## config.mk

```make
export PLATFORM = sky130hd
export DESIGN_NAME = spif_core
export DESIGN_NICKNAME = d
export VERILOG_FILES = /design/src/design/spif_pkg.sv /design/src/design/spif_core.sv
export VERILOG_INCLUDE_DIRS = /design/src /design/src/design
export SDC_FILE = /design/constraint.sdc
export NUM_CORES = 1
export LEC_CHECK = 0
export BUFFER_PORTS_ARGS = -buffer_cell sky130_fd_sc_hd__buf_2
export CORE_ASPECT_RATIO = 1.1
export CORE_MARGIN = 2
export CORE_UTILIZATION = 58
export CTS_CLUSTER_DIAMETER = 200
export CTS_CLUSTER_SIZE = 25
export DETAILED_ROUTE_END_ITERATION = 10
export GPL_TIMING_DRIVEN = 0
export PLACE_DENSITY = 0.8
export SYNTH_ARGS = -nofsm -noshare
export SYNTH_HDL_FRONTEND = slang
export SYNTH_SLANG_ARGS = --single-unit
```

## constraint.sdc

```tcl
create_clock -name REF_CLK -period 10.63 [get_ports REF_CLK]
set_input_delay 0 -clock REF_CLK [delete_from_list [all_inputs] [get_ports REF_CLK]]
set_output_delay 0 -clock REF_CLK [all_outputs]
set_load 0.01 [all_outputs]
```

## src/design/spif_regs.svh

```systemverilog
// Register offsets, field positions and reset values of the serial port
`ifndef SPIF_REGS_SVH
`define SPIF_REGS_SVH

// ----------------------------------------
// Offsets
// ----------------------------------------
`define SF_CTRL1 8'h00
`define SF_CTRL2 8'h04
`define SF_BAUD  8'h08
`define SF_STAT  8'h0C
`define SF_MATCH 8'h10
`define SF_DATA  8'h14

// ----------------------------------------
// Fields
// ----------------------------------------
`define SF_RFIE  7
`define SF_SE    6
`define SF_TIE   5
`define SF_MS    4
`define SF_CLOCK_POLARITY  3
`define SF_CLOCK_PHASE  2
`define SF_SELECT_OUTPUT_ENABLE  1
`define SF_LSBF  0
`define SF_MIE   7
`define SF_MFEN  4
`define SF_BDOE  3
`define SF_SWAI  1
`define SF_BIDIR 0
`define SF_RXF   7
`define SF_MF    6
`define SF_TXE   5
`define SF_MODE_FAULT_FLAG  4
`define SF_C2_MASK 8'h9B
`define SF_BR_MASK 8'h7F

// ----------------------------------------
// Reset values and counts
// ----------------------------------------
`define SF_C1_RST 8'h04
`define SF_C2_RST 8'h00
`define SF_BR_RST 8'h00
`define SF_MR_RST 8'h00
`define SF_LAST_EDGE 5'h0F
`define SF_DIV_W 20

`endif

```

## src/design/spif_pkg.sv

```systemverilog
// Types of the serial port
package spif_pkg;

  // ----------------------------------------
  // Transfer engine modes
  // ----------------------------------------
  typedef enum logic [1:0] {
    SF_IDLE  = 2'b00,
    SF_MXFER = 2'b01,
    SF_SXFER = 2'b10
  } spif_mode_t;

  // ----------------------------------------
  // Whole state of the port
  // ----------------------------------------
  typedef struct packed {
    logic [7:0]  c1;
    logic [7:0]  c2;
    logic [7:0]  br;
    logic [7:0]  mr;
    logic [7:0]  txb;
    logic [7:0]  rxb;
    logic        rxf;
    logic        txe;
    logic        mf;
    logic        mode_fault_flag;
    logic        arm_rx;
    logic        arm_tx;
    logic        arm_mf;
    logic        arm_fl;
    logic [7:0]  rdata;
    logic        slverr;
    spif_mode_t  mode;
    logic [7:0]  sh;
    logic        obit;
    logic        sck;
    logic        sck_prev;
    logic [4:0]  ecnt;
    logic [19:0] div;
  } spif_state_t;

endpackage

```

## src/design/spif_core.sv

```systemverilog
// Serial port with status flags, masks and one interrupt request
//
// Behaviour
// - General mask gates receive-full and mode-fault
// - Transmit mask gates transmit-empty only
// - Match mask gates match flag only
// - Interrupt when any flag and mask set
// - Flags set even with masks cleared
// - Mode fault aborts and clears master select
// - Fault interrupt follows mode-fault flag
// - Receive-full set when byte copied in
// - Overrun byte discarded, buffer kept
// - Transmit-empty set when shifter takes byte from buffer
// - Match set when buffer equals match value
// - Control one bit order, system enable at six
// - Control two bit assignments, gaps read zero
// - Baud register prescale and divisor fields
// - Status register flag positions
// - LSB select cleared shifts MSB first
// - Clock phase set: edge starts bit
// - Bidirectional select cleared uses two pins
// - Bidirectional output enable cleared means input
// - Stop-in-wait cleared keeps clocks running
// - Match and data registers hold eight bits
// - Master with fault enable and select output cleared, select low faults
// - Status read then control write clears fault
// - No interrupt unless system enable set
//
// Our own choices: the register offsets and the APB register port.
module spif_core
  import spif_pkg::*;
(
  // Clock and reset
  input  wire logic        REF_CLK,
  input  wire logic        RESETN,
  // APB slave
  input  wire logic        PSEL,
  input  wire logic        PENABLE,
  input  wire logic        PWRITE,
  input  wire logic [7:0]  PADDR,
  input  wire logic [31:0] PWDATA,
  output logic      [31:0] PRDATA,
  output logic             PREADY,
  output logic             PSLVERR,
  // CPU state and interrupt
  input  wire logic        CPU_WAIT,
  output logic             IRQ,
  // Serial clock pin
  input  wire logic        SCK_IN,
  output logic             SCK_OUT,
  output logic             SCK_OE,
  // Master-out data pin
  input  wire logic        MOSI_IN,
  output logic             MOSI_OUT,
  output logic             MOSI_OE,
  // Master-in data pin
  input  wire logic        MISO_IN,
  output logic             MISO_OUT,
  output logic             MISO_OE,
  // Slave select pin
  input  wire logic        SS_N_IN,
  output logic             SS_N_OUT,
  output logic             SS_N_OE
);

`include "spif_regs.svh"

  // ----------------------------------------
  // Helpers
  // ----------------------------------------
  // bit order
  function automatic logic pick_bit(logic [7:0] v, logic lsb);
    return lsb ? v[0] : v[7];
  endfunction

  function automatic logic [7:0] shift_in(logic [7:0] v, logic b, logic lsb);
    return lsb ? {b, v[7:1]} : {v[6:0], b};
  endfunction

  // half period is (prescale+1) * 2^divisor
  function automatic logic [19:0] half_period(logic [7:0] br);
    logic [19:0] p;
    p = {17'h0_0000, br[6:4]} + 20'h0_0001;
    return p << br[3:0];
  endfunction

  function automatic logic addr_hit(logic [7:0] a);
    return a == `SF_CTRL1 || a == `SF_CTRL2 || a == `SF_BAUD ||
           a == `SF_STAT || a == `SF_MATCH || a == `SF_DATA;
  endfunction

  function automatic logic [7:0] read_mux(logic [7:0] a, spif_state_t s);
    logic [7:0] r;
    r = 8'h00;
    unique case (a)
      `SF_CTRL1: r = s.c1;
      `SF_CTRL2: r = s.c2;
      `SF_BAUD:  r = s.br;
      `SF_STAT:  r = {s.rxf, s.mf, s.txe, s.mode_fault_flag, 4'h0};
      `SF_MATCH: r = s.mr;
      `SF_DATA:  r = s.rxb;
      default:   r = 8'h00;
    endcase
    return r;
  endfunction

  // ----------------------------------------
  // State
  // ----------------------------------------
  spif_state_t s_q;
  spif_state_t s_d;
  logic        en;
  logic        mst;
  logic        bidir;
  logic        acc;
  logic        stall;
  logic        din;
  logic        fault;
  logic        edge_ev;
  logic        done_ev;
  logic        copy_ev;
  logic        load_ev;

  assign en    = s_q.c1[`SF_SE];
  assign mst   = s_q.c1[`SF_MS];
  assign bidir = s_q.c2[`SF_BIDIR];
  assign acc   = PSEL & PENABLE;

  // master clock freezes only with stop-in-wait
  assign stall = s_q.c2[`SF_SWAI] & CPU_WAIT;

  assign din = mst ? (bidir ? MOSI_IN : MISO_IN)
                   : (bidir ? MISO_IN : MOSI_IN);

  assign fault = en & mst & s_q.c2[`SF_MFEN] & ~s_q.c1[`SF_SELECT_OUTPUT_ENABLE] & ~SS_N_IN;

  // ----------------------------------------
  // Next state
  // ----------------------------------------
  always_comb begin
    s_d      = s_q;
    edge_ev  = 1'b0;
    done_ev  = 1'b0;
    copy_ev  = 1'b0;
    load_ev  = 1'b0;
    s_d.sck_prev = SCK_IN;

    // Read data and error are captured in the setup phase
    if (PSEL && !PENABLE) begin
      s_d.slverr = ~addr_hit(PADDR);
      s_d.rdata  = read_mux(PADDR, s_q);
    end

    if (acc && PWRITE) begin
      unique case (PADDR)
        // control one, bit 7 down to bit 0
        `SF_CTRL1: begin
          s_d.c1 = PWDATA[7:0];
          if (s_q.arm_fl) begin
            s_d.mode_fault_flag = 1'b0;
          end
          s_d.arm_fl = 1'b0;
        end
        `SF_CTRL2: s_d.c2 = PWDATA[7:0] & `SF_C2_MASK;
        `SF_BAUD:  s_d.br = PWDATA[7:0] & `SF_BR_MASK;
        `SF_MATCH: s_d.mr = PWDATA[7:0];
        `SF_DATA: begin
          if (s_q.txe) begin
            s_d.txb = PWDATA[7:0];
          end
          if (s_q.arm_tx) begin
            s_d.txe = 1'b0;
          end
          s_d.arm_tx = 1'b0;
        end
        default: ;
      endcase
    end

    if (acc && !PWRITE) begin
      if (PADDR == `SF_STAT) begin
        s_d.arm_rx = s_q.rdata[`SF_RXF];
        s_d.arm_mf = s_q.rdata[`SF_MF];
        s_d.arm_tx = s_q.rdata[`SF_TXE];
        s_d.arm_fl = s_q.rdata[`SF_MODE_FAULT_FLAG];
      end
      if (PADDR == `SF_DATA) begin
        // armed read clears receive-full and match
        if (s_q.arm_rx) begin
          s_d.rxf = 1'b0;
        end
        if (s_q.arm_mf) begin
          s_d.mf = 1'b0;
        end
        s_d.arm_rx = 1'b0;
        s_d.arm_mf = 1'b0;
      end
    end

    // Transfer engine; events below win over clears above
    unique case (s_q.mode)
      SF_IDLE: begin
        s_d.sck  = s_q.c1[`SF_CLOCK_POLARITY];
        s_d.ecnt = 5'h00;
        s_d.div  = 20'h0_0000;
        if (en && mst && !s_q.txe && !s_q.mode_fault_flag) begin
          load_ev  = 1'b1;
          s_d.mode = SF_MXFER;
        end else if (en && !mst && !SS_N_IN) begin
          load_ev  = ~s_q.txe;
          s_d.mode = SF_SXFER;
        end
        // buffer moved to shifter, can take a byte
        if (load_ev) begin
          s_d.sh  = s_q.txb;
          s_d.txe = 1'b1;
        end
        s_d.obit = pick_bit(s_d.sh, s_q.c1[`SF_LSBF]);
      end
      SF_MXFER: begin
        if (!stall) begin
          if (s_q.div == half_period(s_q.br) - 20'h0_0001) begin
            s_d.div = 20'h0_0000;
            s_d.sck = ~s_q.sck;
            edge_ev = 1'b1;
          end else begin
            s_d.div = s_q.div + 20'h0_0001;
          end
        end
      end
      SF_SXFER: begin
        if (SS_N_IN) begin
          s_d.mode = SF_IDLE;
        end else begin
          edge_ev = SCK_IN ^ s_q.sck_prev;
        end
      end
      default: s_d.mode = SF_IDLE;
    endcase

    if (edge_ev) begin
      // phase picks sampling or driving edges
      if (s_q.ecnt[0] == s_q.c1[`SF_CLOCK_PHASE]) begin
        s_d.sh = shift_in(s_q.sh, din, s_q.c1[`SF_LSBF]);
      end else begin
        s_d.obit = pick_bit(s_q.sh, s_q.c1[`SF_LSBF]);
      end
      s_d.ecnt = s_q.ecnt + 5'h01;
      if (s_q.ecnt == `SF_LAST_EDGE) begin
        done_ev  = 1'b1;
        s_d.mode = SF_IDLE;
      end
    end

    // a full buffer keeps its byte
    copy_ev = done_ev & ~s_q.rxf;
    if (copy_ev) begin
      s_d.rxb = s_d.sh;
      s_d.rxf = 1'b1;
    end
    if (copy_ev && s_d.sh == s_q.mr) begin
      s_d.mf = 1'b1;
    end

    if (!en) begin
      s_d.mode = SF_IDLE;
    end

    // fault aborts and drops to slave
    if (fault) begin
      s_d.mode_fault_flag      = 1'b1;
      s_d.c1[`SF_MS] = 1'b0;
      s_d.mode      = SF_IDLE;
    end
  end

  always_ff @(posedge REF_CLK or negedge RESETN) begin
    if (!RESETN) begin
      s_q      <= '0;
      s_q.c1   <= `SF_C1_RST;
      s_q.c2   <= `SF_C2_RST;
      s_q.br   <= `SF_BR_RST;
      s_q.mr   <= `SF_MR_RST;
      s_q.txe  <= 1'b1;
      s_q.mode <= SF_IDLE;
    end else begin
      s_q <= s_d;
    end
  end

  // ----------------------------------------
  // Outputs
  // ----------------------------------------
  assign PRDATA  = {24'h00_0000, s_q.rdata};
  assign PREADY  = 1'b1;
  assign PSLVERR = acc & s_q.slverr;

  // general mask; transmit mask; match mask
  // any enabled flag; fault level; gated by enable
  assign IRQ = en & ((s_q.c1[`SF_RFIE] & (s_q.rxf | s_q.mode_fault_flag)) |
                     (s_q.c1[`SF_TIE] & s_q.txe) |
                     (s_q.c2[`SF_MIE] & s_q.mf));

  assign SCK_OUT  = s_q.sck;
  assign SCK_OE   = en & mst & ~s_q.mode_fault_flag;
  assign MOSI_OUT = s_q.obit;
  assign MISO_OUT = s_q.obit;

  // shared pin is input unless enabled
  assign MOSI_OE = en & mst & ~s_q.mode_fault_flag & (~bidir | s_q.c2[`SF_BDOE]);
  assign MISO_OE = en & ~mst & ~SS_N_IN & ~s_q.mode_fault_flag &
                   (~bidir | s_q.c2[`SF_BDOE]);

  assign SS_N_OUT = s_q.mode != SF_MXFER;
  assign SS_N_OE  = en & mst & s_q.c2[`SF_MFEN] & s_q.c1[`SF_SELECT_OUTPUT_ENABLE];
endmodule

```

Yosys cells after proc, flatten, opt, wreduce, memory -nomap -nowiden:

Index checks and enable logic that the tools add are counted.

* flip-flop bits (word level): 99
* bits in latches: 0
* bits in writable memories: 0
* bits in read-only memories: 0
* input bits: 50
* output and inout bits: 43
* word-level logic and storage cells: 191
* memories: 0

* $add $sub $neg: 4
* $mul: 0
* div/mod/pow operators: 0
* $lt $le $gt $ge: 0
* equality and inequality tests: 14
* shift-type cells: 1
* multiplexer cells: 69
* bitwise gates (word level): 33
* reduce and logical (&&, ||, !) cells: 46

Operators by type and width (count)
* 8-bit two-way mux: 7
* 8-bit case mux with 6 select lines: 1
* 1-bit two-way mux: 40
* 20-bit two-way mux: 2
* 20-bit case mux with 2 select lines: 1
* 37-bit two-way mux: 1
* 2-bit nonzero test: 12
* 20-bit by 1-bit adder with 20-bit output (second input constant): 1
* 20-bit == test: 1
* 4-bit by 4-bit left shift with 20-bit output: 1
* 20-bit by 1-bit subtractor with 20-bit output (second input constant): 1
* 1-bit AND: 19
* 8-bit by 4-bit == test with 1-bit output (second input constant): 2
* 8-bit by 5-bit == test with 1-bit output (second input constant): 2
* 5-bit two-way mux: 3
* 3-bit AND reduction: 5
* 2-bit AND reduction: 7
* 2-bit two-way mux: 6
* 11-bit two-way mux: 1
* 1-bit logical AND: 9
* 9-bit two-way mux: 1
* 1-bit NOT: 9
* 8-bit by 3-bit == test with 1-bit output (second input constant): 1
* 8-bit == test: 1
* other kinds (19): 33

Longest topological paths before layout:

Gate-level depths: netlist of the first run.

* depth in word-level cells: 15
* depth in mapped cells: 20
* mapped depth without buffers: 17

Least setup slack after synthesis of the first run:

Ideal clock, no wire load.

* kind: register to register
* start point: register s_q[84] (netlist bit)
* end point: register s_q[52] (netlist bit)
* setup time: 0.103 ns
* data arrival time: 4.109 ns
* data required time: 10.527 ns
* slack: 6.417 ns
* cell stages (with the launch flop): 18
* path buffers: 0
* clock period less this slack: 4.213 ns
* cells stage by stage: dfrtp_1 -> ha_1 -> nand2b_1 -> and2_1 -> or3_1 -> ha_1 -> and2_1 -> a32oi_1 -> o21ai_0 -> a211o_1 -> nand2b_1 -> a22oi_1 -> nor4_2 -> nand4_2 -> a21oi_4 -> mux2i_1 -> xor2_1 -> o41ai_2

RTL lines
* start: declaration: RTL line spif_core.sv:110 `spif_state_t s_q;`

==> out/metrics.cfg, run 1 <==
[finish]
fin_area_sq_um = 8318
nFillCells = 1064
drive_above_1_share_pct = 19.26
area_growth_pct = 12.60
n_antenna_cell = 0
nNetsFinal = 979

[timing]
hold_violations = 0
setup_viol_count_final = 0
rsz0062_at_grt = no
skew_ns = 0.007118
maxSlewViolCount = 0
fmax_mhz = 178.0
period_needed_ns = 5.618
tightest_slew_ns = 1.268
finalSetupTns_ns = 0
slew_headroom_pct = 14.67
post-route-period-util_pct = 52.85

[die]
die_width_microns = 111.6
initial_core_util_pct = 58.93
fp.dieArea_sq_um = 13660
coreArea_sq_um = 12540
top_level_ports = 93
rows = 43
die_height_microns = 122.4

[worst_setup_path]
cp.required_ns = 10.87
start_kind = register
reg2regPathDepth = 17
critPathKind = reg -> reg
crit_fanout = 10
critPathArrivalTime_ns = 5.86
endpoint_kind = register

[yosys]
yosys.cell_types.count = 88
synth_top_area_cell = dfrtp_1
async_flop_share_pct = 100.0
synth-seq-cells = 99
yosysMostFrequentCell = dfrtp_1
synth_top_area_share_pct = 32.86
ys_seq_area_share_pct = 33.57
syn_area_sq_um = 7387
synth_top_cells_by_area = dfrtp_1, mux2_2, nand2_1, mux2i_1, buf_4
synth-edff-count = 0
syn_inst = 833
yosys-top-cells-count = dfrtp_1, nand2_1, o21ai_0, mux2_2, nor2_1
yosysWarningCount = 0
synth_top_flop_cell = dfrtp_1
syn_area_per_cell_sq_um = 8.868

[clock_network]
path_clk_slew_ns = 0.07
root_buffer = clkbuf_16
htreeDepth = 3
clk_path_buf_depth = 2
clock_sinks = 99
ctsResizeCount = 0
cts_buffers = 9
clock_latency_ns = 0.36
tritoncts = done

[placement]
hpwl_microns = 15390
place_congestion = 0.9943
postPlaceCellArea_sq_um = 7915
io_buffers = 42

[routing]
postRouteAntennaNets = 0
dr.pass1.iters = 6
vias = 6876
wirelength_microns = 20760
vias_per_cell = 6.361
wl_per_cell_microns = 19.20
drcViolationCount = 0
drtIter0Drc = 636

[pwr]
leakage_nw = 3.831
p_sw_mw = 0.2250
p_seq_share_pct = 46.1
ir_drop_v = 0.0001079
p_int_mw = 0.6107
p_per_area_nw_per_um2 = 100.5
switching_share_pct = 26.93
p_comb_share_pct = 12.2
pwr-share-clk_pct = 41.7

[global_routing]
grt_pass1_vias = 6524
grt_max_degree = 57
antenna_found_initial = 0
grt_first_pass_wirelength_microns = 32850
grt_usage_pct = 30.55
grt_overflow = 0

[min_path]
hp-class = in -> reg
hold_path_depth = 2

[run_status]
status = finished, final reports clean

[flow_run]
cap_violations = 0

-- final timing paths --
| check | from | to | slack [ns] |
|---|---|---|---|
| max reg2reg | s_q[81] | s_q[52] | 5.01 |
| min in group asynchronous | RESETN | s_q[8] | 0.17 |
| max | s_q[81] | s_q[52] | 5.01 |
| max in group asynchronous | RESETN | s_q[53] | 9.71 |
| min | PWDATA[0] | s_q[63] | 0.008 |
| min reg2reg | PRDATA[0] | PRDATA[0] | 0.48 |
-- per-layer routing --
| metal | share of wire (%) | vias up | track usage [%] |
|---|---|---|---|
| met4 | 4.5 | 0 | 15.28 |
| met3 | 7.4 | 71 | 4.790 |
| met1 | 38 | 3249 | 36.63 |
| met5 | 0 | - | 0 |
| li1 | - | 3181 | - |
| met2 | 50 | 375 | 53.85 |
-- critical path, cell delays in order (launching register included) --
cell and delay [ns]:
dfrtp_1 0.49, buf_2 0.26, buf_1 0.48, nor2_1 0.21
nand2_1 0.11, ha_1 0.29, nor2b_1 0.23, nand3_1 0.12
o21ai_0 0.67, o2111a_1 0.29, nand2b_1 0.10, a22oi_1 0.14
nor4_2 0.45, nand4_2 0.25, a21oi_4 0.40, mux2i_1 0.46
xor2_1 0.15, o41ai_2 0.38
-- cells by family (layout without fill, tap and decap cells) --
| group | after synthesis | count (layout) | synth area share [%] |
|---|---|---|---|
| xor+xnor | 27 | 27 | 3.201 |
| simple gates | 299 | 299 | 21.82 |
| other cells | 2 | 25 | 0.1017 |
| fa+ha+maj | 10 | 10 | 1.694 |
| flops | 99 | 99 | 33.57 |
| compound gates | 218 | 218 | 20.72 |
| buf+inv | 100 | 168 | 7.334 |
| mux | 78 | 78 | 11.57 |
-- flip-flops by register name (all words and copies together) (netlist names) --
| signal | flops |
|---|---|
| MISO_OUT | 1 |
| s_q | 86 |
| mst | 1 |
| PRDATA | 8 |
| SCK_OUT | 1 |
| en | 1 |
| bidir | 1 |
-- power groups by stage --
stage | clock network [mW] | logic, mW | registers, mW
after floorplan | 0 | 0.0637 | 0.391
final | 0.349 | 0.102 | 0.385
after global routing | 0.370 | 0.111 | 0.385
after global placement | 0 | 0.0946 | 0.392
after detailed placement | 0 | 0.0966 | 0.392
after CTS | 0.353 | 0.0998 | 0.385
-- timing repair --
item	CTS	global route
hold buffers	9	0
setup buffers	0	0
endpoints found under the hold margin	74	0
-- metrics by stage --
step	hold slack, ns	utilization, %	total power [mW]	cells	setup slack, ns
final	0.007706	66.35	0.8357	1081	5.012
after floorplan	-0.2956	-	0.4547	856	6.417
after global routing	0.005647	66.35	0.8670	1081	4.749
after detailed placement	0.03650	63.14	0.4888	1056	5.196
after CTS	0.002504	66.35	0.8379	1081	5.156
after global placement	0.1344	62.86	0.4866	1055	5.197
-- layout by cell type, fill, tap and decap left out, drive strengths merged, types with 5 or more instances in the layout --
cell	instances
buf	98
dfrtp	97
nand2	90
o21ai	75
mux2	49
nor2	39
clkbuf	32
nor2b	29
mux2i	28
inv	28
nand2b	26
conb	25
and3	22
nand3	19
xnor2	19
a21oi	19
nor3	15
a31oi	14
o221ai	13
o31ai	11
ha	10
dlygate4sd3	9
o211ai	9
xor2	8
nand4	8
and2	8
a211oi	8
a22oi	6
nor3b	6
nor4	6
o21a	5
o2111ai	5
o32a	5
a221oi	5
-- cell type report --
cell class              instances  area (sq um)  area share [%]
clock buffers                   9         225.2           2.708
repair buffers                 52         330.3           3.971
flip-flops and latches         99          2480           29.81
inverters                      22         82.58          0.9928
plain buffers                  78         459.2           5.520
clock inverters                 7         87.58           1.053
well taps                     157         196.4           2.362
multi-input cells             657          4457           53.58
Note: power is estimated with default switching activity, not from simulation.
==> inputs of run 2 (changes only) <==
--- a/config.mk
+++ b/config.mk
@@ -6,6 +6,7 @@
 export SDC_FILE = /design/constraint.sdc
 export NUM_CORES = 1
 export LEC_CHECK = 0
+export ABC_AREA = 1
 export BUFFER_PORTS_ARGS = -buffer_cell sky130_fd_sc_hd__buf_2
 export CORE_ASPECT_RATIO = 1.1
 export CORE_MARGIN = 2
==> constraint.sdc (replaced) <==
create_clock -name REF_CLK -period 5.45 [get_ports REF_CLK]
set_input_delay 0 -clock REF_CLK [delete_from_list [all_inputs] [get_ports REF_CLK]]
set_output_delay 0 -clock REF_CLK [all_outputs]
set_load 0.01 [all_outputs]
==> out/metrics.cfg, run 2 <==
[routing]
vias = 6226
dr.pass1.iters = 5
drcViolationCount = 0
vias_per_cell = 5.344
wl_per_cell_microns = 14.95
wirelength_microns = 17420
drtIter0Drc = 582
postRouteAntennaNets = 0

[timing]
tightest_slew_ns = 1.204
maxSlewViolCount = 0
post-route-period-util_pct = 71.41
fmax_mhz = 257.0
finalSetupTns_ns = 0
skew_ns = 0.008026
setup_slack_ns = 1.558
slew_headroom_pct = 19.00
setup_viol_count_final = 0
period_needed_ns = 3.892
hold_violations = 0
rsz0062_at_grt = no

[yosys]
syn_area_per_cell_sq_um = 7.200
yosysWarningCount = 0
yosys.cell_types.count = 55
synth-seq-cells = 99
yosysMostFrequentCell = nand2_1
syn_area_sq_um = 6689
synth_top_area_cell = dfrtp_1
synth_top_flop_cell = dfrtp_1
synth-edff-count = 0
ys_seq_area_share_pct = 37.07
synth_top_area_share_pct = 36.29
async_flop_share_pct = 100.0
syn_inst = 929
synth_top_cells_by_area = dfrtp_1, nand2_1, inv_1, o21ai_0, nand3_1
yosys-top-cells-count = nand2_1, inv_1, dfrtp_1, o21ai_0, nand3_1

[pwr]
p_per_area_nw_per_um2 = 217.5
p_int_mw = 1.252
p_seq_share_pct = 45.8
pwr-share-clk_pct = 43.0
leakage_nw = 3.790
power.total_mw = 1.649
ir_drop_v = 0.0001967
p_comb_share_pct = 11.2
p_sw_mw = 0.3973
switching_share_pct = 24.09

[placement]
post-place-ws_ns = 1.630
io_buffers = 43
place_congestion = 0.9922
hpwl_microns = 13410

[finish]
regArea_sq_um = 2480
nNetsFinal = 1071
n_antenna_cell = 0
final_common_cell = nand2_1
nFillCells = 1008
drive_above_1_share_pct = 14.98
multiInputGateArea_sq_um = 3430
area_growth_pct = 13.37
final_cell_mix = nand2_1, inv_1, dfrtp_1
top_register = s_q
largest_register_ffs = 86

[worst_setup_path]
crit_family = simple AND/OR/NAND/NOR gates
rrSetupSlack_ns = 1.56
critPathKind = reg -> reg
critPathBufInv = 3
critPathArrivalTime_ns = 4.16
cp_common_cell = nand2_1
endpoint_kind = register
max_stage_delay_ns = 0.48
regToRegEndpoint = s_q[52]
crit_fanout = 10
cp_slowest_cell = dfrtp_1
reg2regPathDepth = 27
start_kind = register
reg2reg_from = s_q[83]
cp.required_ns = 5.72

[global_routing]
antenna_found_initial = 0
grt_first_pass_wirelength_microns = 28150
grt_pass1_vias = 5751
grt_overflow = 0
grt_max_degree = 70
grt_usage_pct = 29.22

[flow_run]
cap_violations = 0

[clock_network]
cts_buffers = 9
tritoncts = done
ctsResizeCount = 0
clock_latency_ns = 0.35
clk_path_buf_depth = 2
root_buffer = clkbuf_16
clock_sinks = 99
htreeDepth = 3
path_clk_slew_ns = 0.07

[min_path]
hold_path_depth = 3
hold_path.startpoint = PWDATA[5]
min_to = s_q[84]
hp-class = in -> reg

[die]
die_width_microns = 106.4
initial_core_util_pct = 59.00
top_level_ports = 93
die_height_microns = 116.6
coreArea_sq_um = 11340
fp.dieArea_sq_um = 12410
rows = 41

[run_status]
status = finished, final reports clean

-- run 2: power by group through the flow --
stage                     clock, mW  sequential [mW]  combinational (mW)
after floorplan                   0            0.767               0.119
after global placement            0            0.769               0.176
after detailed placement          0            0.769               0.180
after CTS                     0.718            0.755               0.184
after global routing          0.744            0.756               0.208
final                         0.709            0.755               0.185
-- run 2: cells by family (layout without fill, tap and decap cells) --
group | count (synthesis) | in the layout | synth area share (%)
AOI/OAI and AO/OA | 156 | 156 | 13.47
xor gates and xnor gates | 28 | 28 | 4.078
muxes | 2 | 2 | 0.2993
other | 2 | 25 | 0.1123
and+or+nand+nor | 443 | 443 | 30.15
buffers and inverters | 189 | 252 | 12.94
DFF | 99 | 99 | 37.07
adders and majority gates | 10 | 10 | 1.871
-- run 2: tightest hold or removal path, delay by kind of cell --
family,cells,cell delay [ns]
buf+inv,2,0.17
compound gates,1,0.16
-- run 2: routing by layer --
metal,wire length (microns),up-vias,track usage [%]
met5,0,-,0
met1,7138,2866,35.83
met3,842,44,3.683
met2,8754,196,52.22
met4,680,0,12.46
li1,-,3120,-
-- run 2: cell type report --
class	instances	share of cell area [%]
inverter	136	6.765
timing repair buffer	48	3.762
sequential	99	32.70
buffer	53	4.653
tap	150	2.475
multi-input combinational	664	45.22
clock inverter	3	0.9074
clock buffer	12	3.514
-- run 2: per-stage QoR --
step / util [%] / cell area, sq um / hold slack, ns / cells
global placement: 63.32 / 7178 / 0.1389 / 1145
floorplan: - / 6775 / -0.2956 / 952
global route: 66.89 / 7584 / 0.04744 / 1165
CTS: 66.89 / 7584 / 0.01251 / 1165
finish: 66.89 / 7584 / 0.01958 / 1165
detailed placement: 63.58 / 7208 / -0.02733 / 1146
-- run 2: how the worst max path moves through the flow --
stage | depth (start not counted) | endpoint | from
CTS | 27 | s_q[52] | s_q[83]
detailed placement | 25 | s_q[52] | s_q[83]
global placement | 25 | s_q[52] | s_q[83]
finish | 27 | s_q[52] | s_q[83]
floorplan | 27 | s_q[52] | s_q[83]
global route | 27 | s_q[52] | s_q[83]
-- run 2: what timing repair did --
item / 4_1_cts / 5_1_grt
endpoints found under the hold margin: 33 / 0
setup buffers: 0 / 0
hold buffers: 4 / 0
